<file path="config.mk">
export PLATFORM = sky130hd
export DESIGN_NAME = flash_cmd_ctrl
export DESIGN_NICKNAME = d
export VERILOG_FILES = /design/src/hdl/flash_ctrl_pkg.sv /design/src/hdl/cmd_timer.sv /design/src/hdl/flash_cmd_ctrl.sv
export SDC_FILE = /design/constraint.sdc
export NUM_CORES = 1
export LEC_CHECK = 0
export BUFFER_PORTS_ARGS = -buffer_cell sky130_fd_sc_hd__buf_2
export CAP_MARGIN = 10
export CORE_UTILIZATION = 62
export CTS_BUF_LIST = sky130_fd_sc_hd__clkbuf_16
export CTS_CLUSTER_DIAMETER = 30
export CTS_CLUSTER_SIZE = 16
export DETAILED_ROUTE_END_ITERATION = 7
export PLACE_DENSITY = 0.84
export SLEW_MARGIN = 10
export SYNTH_ARGS = -nofsm -noshare
export SYNTH_HDL_FRONTEND = slang
export SYNTH_HIERARCHICAL = 1
export SYNTH_SLANG_ARGS = --single-unit
</file>
<file path="constraint.sdc">
create_clock -name ref_clk -period 8.92 [get_ports ref_clk]
set_input_delay 1.338 -clock ref_clk [delete_from_list [all_inputs] [get_ports ref_clk]]
set_output_delay 1.338 -clock ref_clk [all_outputs]
set_load 0.02 [all_outputs]
</file>
<file path="src/hdl/flash_ctrl_pkg.sv">
// Constants shared by the flash command controller and its command timer.
// Assumes an 8-bit special register port from the CPU core and a byte-wide flash macro.
package flash_ctrl_pkg;

  // Special register addresses.
  localparam logic [15:0] OFS_ADDR_TOP = 16'hA012;
  localparam logic [15:0] OFS_COMMAND = 16'hA020;
  localparam logic [15:0] OFS_DATA = 16'hA021;
  localparam logic [15:0] OFS_ADDR_HIGH = 16'hA022;
  localparam logic [15:0] OFS_ADDR_LOW = 16'hA023;
  localparam logic [15:0] OFS_SCALER = 16'hA024;
  localparam logic [15:0] OFS_LOW_BOUND = 16'hA025;
  localparam logic [15:0] OFS_HIGH_BOUND = 16'hA026;

  // Values after reset.
  localparam logic [7:0] RST_ADDR = 8'h00;
  localparam logic [7:0] RST_DATA = 8'h00;
  localparam logic [2:0] RST_TIMEOUT_SEL = 3'h4;
  localparam logic [4:0] RST_CMD_CODE = 5'h00;
  localparam logic [7:0] RST_SCALER = 8'h25;
  localparam logic [7:0] RST_LOW_BOUND = 8'hFF;
  localparam logic [7:0] RST_HIGH_BOUND = 8'h00;

  // Field positions in the command register.
  localparam int CMD_VERIFY_BIT = 7;
  localparam int CMD_FAIL_BIT = 5;
  localparam int CMD_SEL_LSB = 5;

  // One-hot command codes.
  localparam logic [4:0] CMD_MAIN_READ = 5'h10;
  localparam logic [4:0] CMD_MAIN_WRITE = 5'h08;
  localparam logic [4:0] CMD_MAIN_ERASE = 5'h04;
  localparam logic [4:0] CMD_IFB_READ = 5'h02;
  localparam logic [4:0] CMD_IFB_WRITE = 5'h01;

  // Array geometry.
  localparam int SECTOR_BITS = 10;
  localparam logic [7:0] IFB_USER_FIRST = 8'h40;
  localparam logic [7:0] HIGH_ZONE_BASE = 8'h80;
  localparam logic [1:0] PAGE_FIRST = 2'h0;
  localparam logic [1:0] PAGE_LAST = 2'h3;

  // Command durations in time-base ticks, indexed by the time-out select field.
  localparam logic [13:0] WRITE_TICKS [8] = '{14'd55, 14'd60, 14'd65, 14'd69, 14'd75, 14'd80, 14'd85, 14'd89};
  localparam logic [13:0] ERASE_TICKS [8] = '{14'd5435, 14'd5953, 14'd6452, 14'd6897,
                                              14'd7408, 14'd7906, 14'd8404, 14'd8889};

  typedef enum logic [2:0] {
    ST_IDLE, ST_CHECK, ST_READ, ST_READ_WAIT, ST_PROG, ST_VERIFY, ST_VERIFY_WAIT, ST_ERASE_DONE
  } state_t;

endpackage

</file>
<file path="src/hdl/cmd_timer.sv">
// Command time base and duration counter for write and erase pulses.
// Assumes start is a one-cycle pulse from the sequencer on the same clock.
`timescale 1ns/1ps
module cmd_timer
  import flash_ctrl_pkg::*;
(
  input wire logic clk,
  input wire logic rst_n,
  input wire logic start,
  input wire logic [7:0] scaler,
  input wire logic [13:0] limit,
  output logic done
);

  logic [7:0] phase;
  logic [13:0] count;
  logic running;

  // scaled time base
  // A phase accumulator carries out at clock*(scaler+1)/256 with no divider jitter build-up.
  wire [8:0] phase_sum = {1'b0, phase} + {1'b0, scaler} + 9'h001;
  wire tick = phase_sum[8];
  wire [13:0] next_count = count + 14'h0001;

  always_ff @(posedge clk or negedge rst_n) begin
    if (!rst_n) begin
      phase <= 8'h00;
      count <= 14'h0000;
      running <= 1'b0;
      done <= 1'b0;
    end else if (start) begin
      phase <= 8'h00;
      count <= 14'h0000;
      running <= 1'b1;
      done <= 1'b0;
    end else begin
      phase <= phase_sum[7:0];
      done <= running && tick && next_count == limit;
      if (running && tick) begin
        count <= next_count;
        running <= next_count != limit;
      end
    end
  end
endmodule

</file>
<file path="src/hdl/flash_cmd_ctrl.sv">
// Flash command controller: special registers, command sequencer and fetch path.
// Assumes a flash macro that returns read data one clock after flash_read and a
// CPU that drives its special register port on ref_clk and honours cpu_stall.
`timescale 1ns/1ps

// How it works
// - The CPU is stalled from the command write until the command has fully finished.
// - A 64K main array in 1024-byte sectors and a 256-byte information block are served.
// - Program fetches go straight to the flash whenever no command is running.
// - The failure flag is unaffected by reads and cleared only when a new command is issued.
// - A target beyond the array, or a write or erase inside a protected region, sets the failure flag.
// - A 3-bit select picks write lengths of 55 to 89 and erase lengths of 5435 to 8889 ticks.
// - The address is top:high:low address bytes and data moves through the data register.
// - Erase clears a whole sector chosen by the high address bits alone.
// - Writes and erases into either protection zone are skipped and flagged as failed.
// - Outside programmer mode, information block writes below offset 0x40 are refused and flagged as failed.
// - The manufacturer bytes may only be modified in external programmer mode.
// - The time base is the clock times scaler plus one over 256, best set near 2 MHz.
// - One zone runs up from address zero to the low bound within the lower 32KB, one from page 0x80 ORed with the high bound to the top.
// - The low bound counts 256-byte pages and resets to 0xFF so the low region is protected.
// - The high bound counts 256-byte pages and resets to zero so the upper 32KB is protected.
module flash_cmd_ctrl
  import flash_ctrl_pkg::*;
(
  input wire logic ref_clk,
  input wire logic nrst,
  input wire logic [15:0] sfr_addr,
  input wire logic sfr_wr,
  input wire logic sfr_rd,
  input wire logic [7:0] sfr_wdata,
  output logic [7:0] sfr_rdata,
  output logic cpu_stall,
  input wire logic fetch_req,
  input wire logic [15:0] fetch_addr,
  output logic [7:0] fetch_data,
  input wire logic writer_mode,
  output logic [15:0] flash_addr,
  output logic flash_ifb,
  output logic flash_read,
  output logic flash_prog,
  output logic flash_erase,
  output logic [7:0] flash_wdata,
  input wire logic [7:0] flash_rdata
);

  logic rst_q1;
  logic rst_n;
  logic writer_q1;
  logic writer_q;
  logic [7:0] flash_address_top;
  logic [7:0] flash_address_high;
  logic [7:0] flash_address_low;
  logic [7:0] flash_data;
  logic [7:0] command_clock_scaler;
  logic [7:0] low_zone_bound;
  logic [7:0] high_zone_bound;
  logic [4:0] cmd_code;
  logic [2:0] command_timeout_select;
  logic fail;
  logic write_verify_mismatch;
  logic fetch_pend;
  logic fetch_take;
  logic timer_done;
  state_t state;
  state_t next_state;

  // The reset is released through two flops so every register leaves reset on the same edge.
  always_ff @(posedge ref_clk or negedge nrst) begin
    if (!nrst) begin
      rst_q1 <= 1'b0;
      rst_n <= 1'b0;
    end else begin
      rst_q1 <= 1'b1;
      rst_n <= rst_q1;
    end
  end

  // The programmer-mode pin is asynchronous to ref_clk.
  always_ff @(posedge ref_clk or negedge rst_n) begin
    if (!rst_n) begin
      writer_q1 <= 1'b0;
      writer_q <= 1'b0;
    end else begin
      writer_q1 <= writer_mode;
      writer_q <= writer_q1;
    end
  end

  // Register port decode; writes are only taken while idle because the CPU is stalled otherwise.
  wire idle = state == ST_IDLE;
  wire wr_ok = sfr_wr && idle;
  wire issue = wr_ok && sfr_addr == OFS_COMMAND;
  wire [7:0] command_view = {write_verify_mismatch, 1'b0, fail, cmd_code};

  wire [23:0] target = {flash_address_top, flash_address_high, flash_address_low};

  wire is_main_read = cmd_code == CMD_MAIN_READ;
  wire is_main_write = cmd_code == CMD_MAIN_WRITE;
  wire is_erase = cmd_code == CMD_MAIN_ERASE;
  wire is_ifb_read = cmd_code == CMD_IFB_READ;
  wire is_ifb_write = cmd_code == CMD_IFB_WRITE;
  wire is_ifb = is_ifb_read || is_ifb_write;
  wire is_read = is_main_read || is_ifb_read;
  wire is_write = is_main_write || is_ifb_write;
  wire cmd_valid = is_read || is_write || is_erase;

  wire over_range = is_ifb ? (|target[23:8]) : (|target[23:16]);

  // low and high protection zones in pages
  // An erase spans four pages, so its first page is checked against the low zone and its last page against the high zone.
  wire [7:0] page_lo = is_erase ? {target[15:SECTOR_BITS], PAGE_FIRST} : target[15:8];
  wire [7:0] page_hi = is_erase ? {target[15:SECTOR_BITS], PAGE_LAST} : target[15:8];
  wire low_hit = !page_lo[7] && page_lo < low_zone_bound;
  wire [7:0] high_start = HIGH_ZONE_BASE | high_zone_bound;
  wire high_hit = page_hi >= high_start;

  wire main_protected = (is_main_write || is_erase) && (low_hit || high_hit);

  wire ifb_locked = is_ifb_write && target[7:0] < IFB_USER_FIRST && !writer_q;
  wire reject = !cmd_valid || over_range || main_protected || ifb_locked;

  wire [13:0] limit = is_erase ? ERASE_TICKS[command_timeout_select] : WRITE_TICKS[command_timeout_select];
  wire timer_start = state == ST_CHECK && !reject && (is_write || is_erase);

  // Sequencer next state.
  always_comb begin
    next_state = state;
    case (state)
      ST_IDLE: begin
        if (issue) begin
          next_state = ST_CHECK;
        end
      end
      ST_CHECK: begin
        if (reject) begin
          next_state = ST_ERASE_DONE;
        end else if (is_read) begin
          next_state = ST_READ;
        end else begin
          next_state = ST_PROG;
        end
      end
      ST_READ: next_state = ST_READ_WAIT;
      ST_READ_WAIT: next_state = ST_ERASE_DONE;
      ST_PROG: begin
        if (timer_done) begin
          next_state = is_erase ? ST_ERASE_DONE : ST_VERIFY;
        end
      end
      ST_VERIFY: next_state = ST_VERIFY_WAIT;
      ST_VERIFY_WAIT: next_state = ST_ERASE_DONE;
      ST_ERASE_DONE: next_state = ST_IDLE;
      default: next_state = ST_IDLE;
    endcase
  end

  wire next_idle = next_state == ST_IDLE;
  wire next_fetch = next_idle && fetch_req;
  wire [15:0] cmd_addr = is_erase ? {target[15:SECTOR_BITS], {SECTOR_BITS{1'b0}}} : target[15:0];
  wire [15:0] next_flash_addr = next_idle ? fetch_addr : cmd_addr;
  wire next_flash_read = next_fetch || next_state == ST_READ || next_state == ST_VERIFY;
  wire next_flash_prog = next_state == ST_PROG && is_write;
  wire next_flash_erase = next_state == ST_PROG && is_erase;

  // Read-back mux; unmapped addresses read as zero.
  wire [7:0] next_sfr_rdata =
    sfr_addr == OFS_ADDR_TOP ? flash_address_top :
    sfr_addr == OFS_COMMAND ? command_view :
    sfr_addr == OFS_DATA ? flash_data :
    sfr_addr == OFS_ADDR_HIGH ? flash_address_high :
    sfr_addr == OFS_ADDR_LOW ? flash_address_low :
    sfr_addr == OFS_SCALER ? command_clock_scaler :
    sfr_addr == OFS_LOW_BOUND ? low_zone_bound :
    sfr_addr == OFS_HIGH_BOUND ? high_zone_bound : 8'h00;

  // Software-written registers.
  always_ff @(posedge ref_clk or negedge rst_n) begin
    if (!rst_n) begin
      flash_address_top <= RST_ADDR;
      flash_address_high <= RST_ADDR;
      flash_address_low <= RST_ADDR;
      command_clock_scaler <= RST_SCALER;
      low_zone_bound <= RST_LOW_BOUND;
      high_zone_bound <= RST_HIGH_BOUND;
      cmd_code <= RST_CMD_CODE;
      command_timeout_select <= RST_TIMEOUT_SEL;
    end else if (wr_ok) begin
      if (sfr_addr == OFS_ADDR_TOP) flash_address_top <= sfr_wdata;
      if (sfr_addr == OFS_ADDR_HIGH) flash_address_high <= sfr_wdata;
      if (sfr_addr == OFS_ADDR_LOW) flash_address_low <= sfr_wdata;
      if (sfr_addr == OFS_SCALER) command_clock_scaler <= sfr_wdata;
      if (sfr_addr == OFS_LOW_BOUND) low_zone_bound <= sfr_wdata;
      if (sfr_addr == OFS_HIGH_BOUND) high_zone_bound <= sfr_wdata;
      if (issue) begin
        cmd_code <= sfr_wdata[4:0];
        command_timeout_select <= sfr_wdata[7:CMD_SEL_LSB];
      end
    end
  end

  // data register path
  // A read command overwrites the data register so software finds the byte where it wrote one.
  always_ff @(posedge ref_clk or negedge rst_n) begin
    if (!rst_n) begin
      flash_data <= RST_DATA;
    end else if (state == ST_READ_WAIT) begin
      flash_data <= flash_rdata;
    end else if (wr_ok && sfr_addr == OFS_DATA) begin
      flash_data <= sfr_wdata;
    end
  end

  // failure flag and read-back compare
  // Both flags are cleared by a new command and can only be set while that command runs.
  always_ff @(posedge ref_clk or negedge rst_n) begin
    if (!rst_n) begin
      fail <= 1'b0;
      write_verify_mismatch <= 1'b0;
    end else if (issue) begin
      fail <= 1'b0;
      write_verify_mismatch <= 1'b0;
    end else begin
      if (state == ST_CHECK && reject) fail <= 1'b1;
      if (state == ST_VERIFY_WAIT && flash_rdata != flash_data) write_verify_mismatch <= 1'b1;
    end
  end

  always_ff @(posedge ref_clk or negedge rst_n) begin
    if (!rst_n) begin
      state <= ST_IDLE;
      cpu_stall <= 1'b0;
    end else begin
      state <= next_state;
      cpu_stall <= !next_idle;
    end
  end

  // Flash macro outputs and CPU read data, all registered.
  // The macro answers one edge after it samples the strobe, so fetch data is taken two edges after the request.
  always_ff @(posedge ref_clk or negedge rst_n) begin
    if (!rst_n) begin
      flash_addr <= 16'h0000;
      flash_ifb <= 1'b0;
      flash_read <= 1'b0;
      flash_prog <= 1'b0;
      flash_erase <= 1'b0;
      flash_wdata <= 8'h00;
      fetch_pend <= 1'b0;
      fetch_take <= 1'b0;
      fetch_data <= 8'h00;
      sfr_rdata <= 8'h00;
    end else begin
      flash_addr <= next_flash_addr;
      flash_ifb <= !next_idle && is_ifb;
      flash_read <= next_flash_read;
      flash_prog <= next_flash_prog;
      flash_erase <= next_flash_erase;
      flash_wdata <= flash_data;
      fetch_pend <= next_fetch;
      fetch_take <= fetch_pend;
      if (fetch_take) fetch_data <= flash_rdata;
      if (sfr_rd) sfr_rdata <= next_sfr_rdata;
    end
  end

  cmd_timer u_timer (
    .clk(ref_clk),
    .rst_n(rst_n),
    .start(timer_start),
    .scaler(command_clock_scaler),
    .limit(limit),
    .done(timer_done)
  );
endmodule

</file>
==> metrics.log <==
INFO  metric cts_hold_repair.buffers = 0
INFO  metric dr.max_layer_used = met4
INFO  metric dpl.hpwl = about 16000 um
INFO  metric setup_repair_after_global_routing_missed_its_margin = false
INFO  metric report.final.slew_viol_count = 0
INFO  metric synthDominantCellAreaShare = between 40% and 50%
INFO  metric total_switching_power = 0.636 mW
INFO  metric timing.setup.critical_path_class = reg2reg
INFO  metric antenna_violating_nets_left = 0
INFO  metric synth-async-reset-ratio = 100%
INFO  metric yosysWarningCount = 6
INFO  metric yosys_most_used_dff = dfrtp_1
INFO  metric timing.final.hold_violations = 0
INFO  metric largest_net_degree_at_the_start_of_global_routing = 76
INFO  metric synth_cells = a little under 800
INFO  metric num-fill-cells = 969
INFO  metric regToRegSetupSlack = about 4.5 ns
INFO  metric rows = about 40
INFO  metric clkPwrFrac = a little over a third
INFO  metric clock_path_buffers = 2
INFO  metric std_cell_core_area = approximately 13000 um^2
INFO  metric numCtsBuffers = 17
INFO  metric power.density_cell_area = around 220 nW/um^2
INFO  metric starting_density = between 60% and 70%
INFO  metric status = finished clean
INFO  metric syn-mean-instance-area = about 10 um^2
INFO  metric p_sw_share = between 30% and 40%
INFO  metric post_cts.repair.setup_buffers = 0
INFO  metric clk_latency = between 0.4 and 0.5 ns
INFO  metric totalNegativeSetupSlack = 0 ns
INFO  metric dr.pass1.iters = 5
INFO  metric drt_wl_total = approximately 22000 um
INFO  metric holdCritPathClass = reg2reg
INFO  metric critPathLaunchType = flip-flop
INFO  metric netlist-cell-type-count = between 80 and 90
INFO  metric nets = a little under 1k
INFO  metric clkTransAtPathRegs = around 0.060 ns
INFO  metric yosys-top-cells-area = dfrtp_1 (41%), mux2_2 (7.3%), ha_1 (5.5%), nand2_1 (4.3%), dfstp_2 (3.9%)
INFO  metric viasPerCell = between 6 and 7
INFO  metric worst_r2r_path_depth = 16
INFO  metric synth.ff_latch_count = ~140
INFO  metric comb_power_share = 21.6%
INFO  metric met3RoutedLength = 1490 um
INFO  metric hold_depth = 0
INFO  metric post-route-min-period = 4.37 ns
INFO  metric tightestPinTransition = 0.962 ns
INFO  metric critPathCaptureType = flip-flop
INFO  metric post_route_cells_drive_above_1_share = a little over a quarter
INFO  metric h-tree-depth = 4
INFO  metric gpl.final_weighted_congestion = a little under 1
INFO  metric detail_route.wirelength.met1 = 8970 um
INFO  metric cts-root-buf = clkbuf_16
INFO  metric timing.max_cap.violations = 0
INFO  metric drc = 0
INFO  metric clock-skew-final = a little under 0.008 ns
INFO  metric floorplan.io_pins = between 90 and 100
INFO  metric tritoncts = yes
INFO  metric cell_leakage_power = 4.50 nW
INFO  metric vias = roughly 6.6k
INFO  metric die_area = ~13000 um^2
INFO  metric hold_slack = approximately 0.35 ns
INFO  metric max-slew-margin-rel = 35.7%
INFO  metric synth.net_count = 880
INFO  metric grt_overflow = 0
INFO  metric drt-wirelength-per-cell = approximately 20 um
INFO  metric first_global_vias = between 6k and 7k
INFO  metric met2_wirelength = between 10000 and 15000 um
INFO  metric finalSetupViolCount = 0
INFO  metric grt_first_pass_wirelength = between 30000 and 40000 um
INFO  metric cts.repair.resized = 0
INFO  metric layout_area_overhead = 14.5%
INFO  metric power_frac_seq = between 40% and 50%
INFO  metric fp.dieW = about 120 um
INFO  metric io_buffer_count = 98
INFO  metric die_h = around 120 um
INFO  metric final_min_period_over_clock_period = 49.0%
INFO  metric max_fanout_on_critical_path = 26
INFO  metric synth_edf_count = 0
INFO  metric netlist_area = 8010 um^2
INFO  metric synth_largest_area_cell = dfrtp_1
INFO  metric cts_num_sinks = between 100 and 150
INFO  metric intPower = 1.35 mW
INFO  metric antenna_found_initial = 0
INFO  metric cp_data_required_time = 9.28 ns
INFO  metric grtUsageTotal = around a third
INFO  metric critical_path_at = roughly 4.7 ns
INFO  metric power.ir.vdd_worst = 0.115 mV
INFO  metric fmax = 0.229 GHz
INFO  metric drt_iter0_markers = approximately 640
INFO  metric sequential_element_share_of_the_synthesized_area = 45.2%
INFO  metric antennaDiodeCount = 0
## registers in the layout, summed over array words and instances (netlist names), 3 cells and up
register and flops:
flash_address_top 8, u_timer/phase 8, flash_data 8, u_timer/count 14, state 3, high_zone_bound 8
flash_address_high 8, cmd_code 5, low_zone_bound 8, flash_address_low 8, flash_wdata 8, command_clock_scaler 8
sfr_rdata 8, flash_addr 16, fetch_data 8, command_timeout_select 3
## critical path, stage by stage (launching register included)
cell and delay, ns:
dfrtp_1 0.51, nor3_2 0.42, nand2_1 0.59, and2_1 0.42, ha_1 0.30, nand3_1 0.09
o221ai_1 0.11, o221ai_1 0.27, a31oi_1 0.16, nand2b_1 0.18, nor4_2 0.06, buf_4 0.23
nor3_1 0.19, and4_1 0.20, nand4_1 0.09, nor4_2 0.30, and2_1 0.17
## stage by stage
step                      total power, mW  instances  instance area [um^2]  setup WS, ns  utilization (%)
after detailed placement             1.28       1026                  8580          4.27             68.0
after global placement               1.26       1026                  8580          4.42             68.0
after floorplan                      1.14        790                  8010          4.63                -
after global routing                 2.09       1057                  9170          4.22             72.6
after CTS                            2.00       1057                  9170          4.58             72.6
final                                1.99       1057                  9170          4.55             72.6
## cells in the final DEF (no fill, tap or decap), types with 8 or more instances in the layout
cell type and n:
o21ai_0 52, nor2_1 57, and3_1 13, clkbuf_16 17, nand2_1 92, xnor2_1 24, buf_2 98, a211oi_1 9
inv_1 34, ha_1 35, or4_1 10, dfrtp_1 131, a21oi_1 27, mux2_2 52, mux2i_1 8, nand3_1 26
nor3_1 11, o31ai_1 8, dfstp_2 12, nand2b_1 9, xor2_1 17
## final timing paths
kind | startpoint | to
setup / recovery | cmd_code[0] | u_timer/done
hold / removal | fetch_pend | fetch_take
setup reg to reg | cmd_code[0] | u_timer/done
hold reg to reg | fetch_pend | fetch_take
max in group asynchronous | rst_n | fetch_pend
min in group asynchronous | rst_n | high_zone_bound[5]
## synthesized netlist by cell type (all sizes together), types with 3 or more instances
cell and number:
a2111oi 3, a211oi 10, a21oi 29, a221oi 4, a22o 4, a22oi 5, a31oi 7, a32oi 6
and2 7, and3 15, buf 17, clkbuf 20, dfrtp 132, dfstp 12, ha 35, inv 34
mux2 53, mux2i 8, nand2 92, nand2b 10, nand3 27, nand4 6, nor2 59, nor2b 6
nor3 16, nor4 13, o211ai 4, o21ai 53, o221ai 5, o31ai 8, or3 3, or4 11
xnor2 24, xor2 17
## cell type report
class                           instances  area, um^2  area share [%]
Timing Repair Buffer                  101         513            5.60
Sequential cell                       144        3620            39.5
Inverter                               34         128            1.39
Tap cell                              172         215            2.35
Clock buffer                           17         425            4.64
Clock inverter                         14         166            1.82
Multi-Input combinational cell        575        4100            44.7
## per-layer routing
layer	track usage (%)	up-vias
met5	0	-
met4	16.1	0
met3	7.58	64
met2	56.2	312
met1	44.3	3211
li1	-	2990
## power by group through the flow
| stage | clock, mW | sequential (mW) | combinational (mW) |
|---|---|---|---|
| finish | 0.714 | 0.844 | 0.431 |
| global route | 0.749 | 0.862 | 0.476 |
| CTS | 0.722 | 0.844 | 0.430 |
| detailed placement | 0 | 0.857 | 0.428 |
| global placement | 0 | 0.850 | 0.410 |
| floorplan | 0 | 0.910 | 0.225 |
## kinds of logic after synthesis
group                    synth area share, %
flip-flops                              45.2
other                                 0.0468
adder cells (fa/ha/maj)                 5.72
AND/OR/NAND/NOR                         18.7
AO/OA/AOI/OAI                           13.1
XOR/XNOR                                4.48
buffers and inverters                   3.72
multiplexers                            9.06
(Power assumes the default switching activity.)
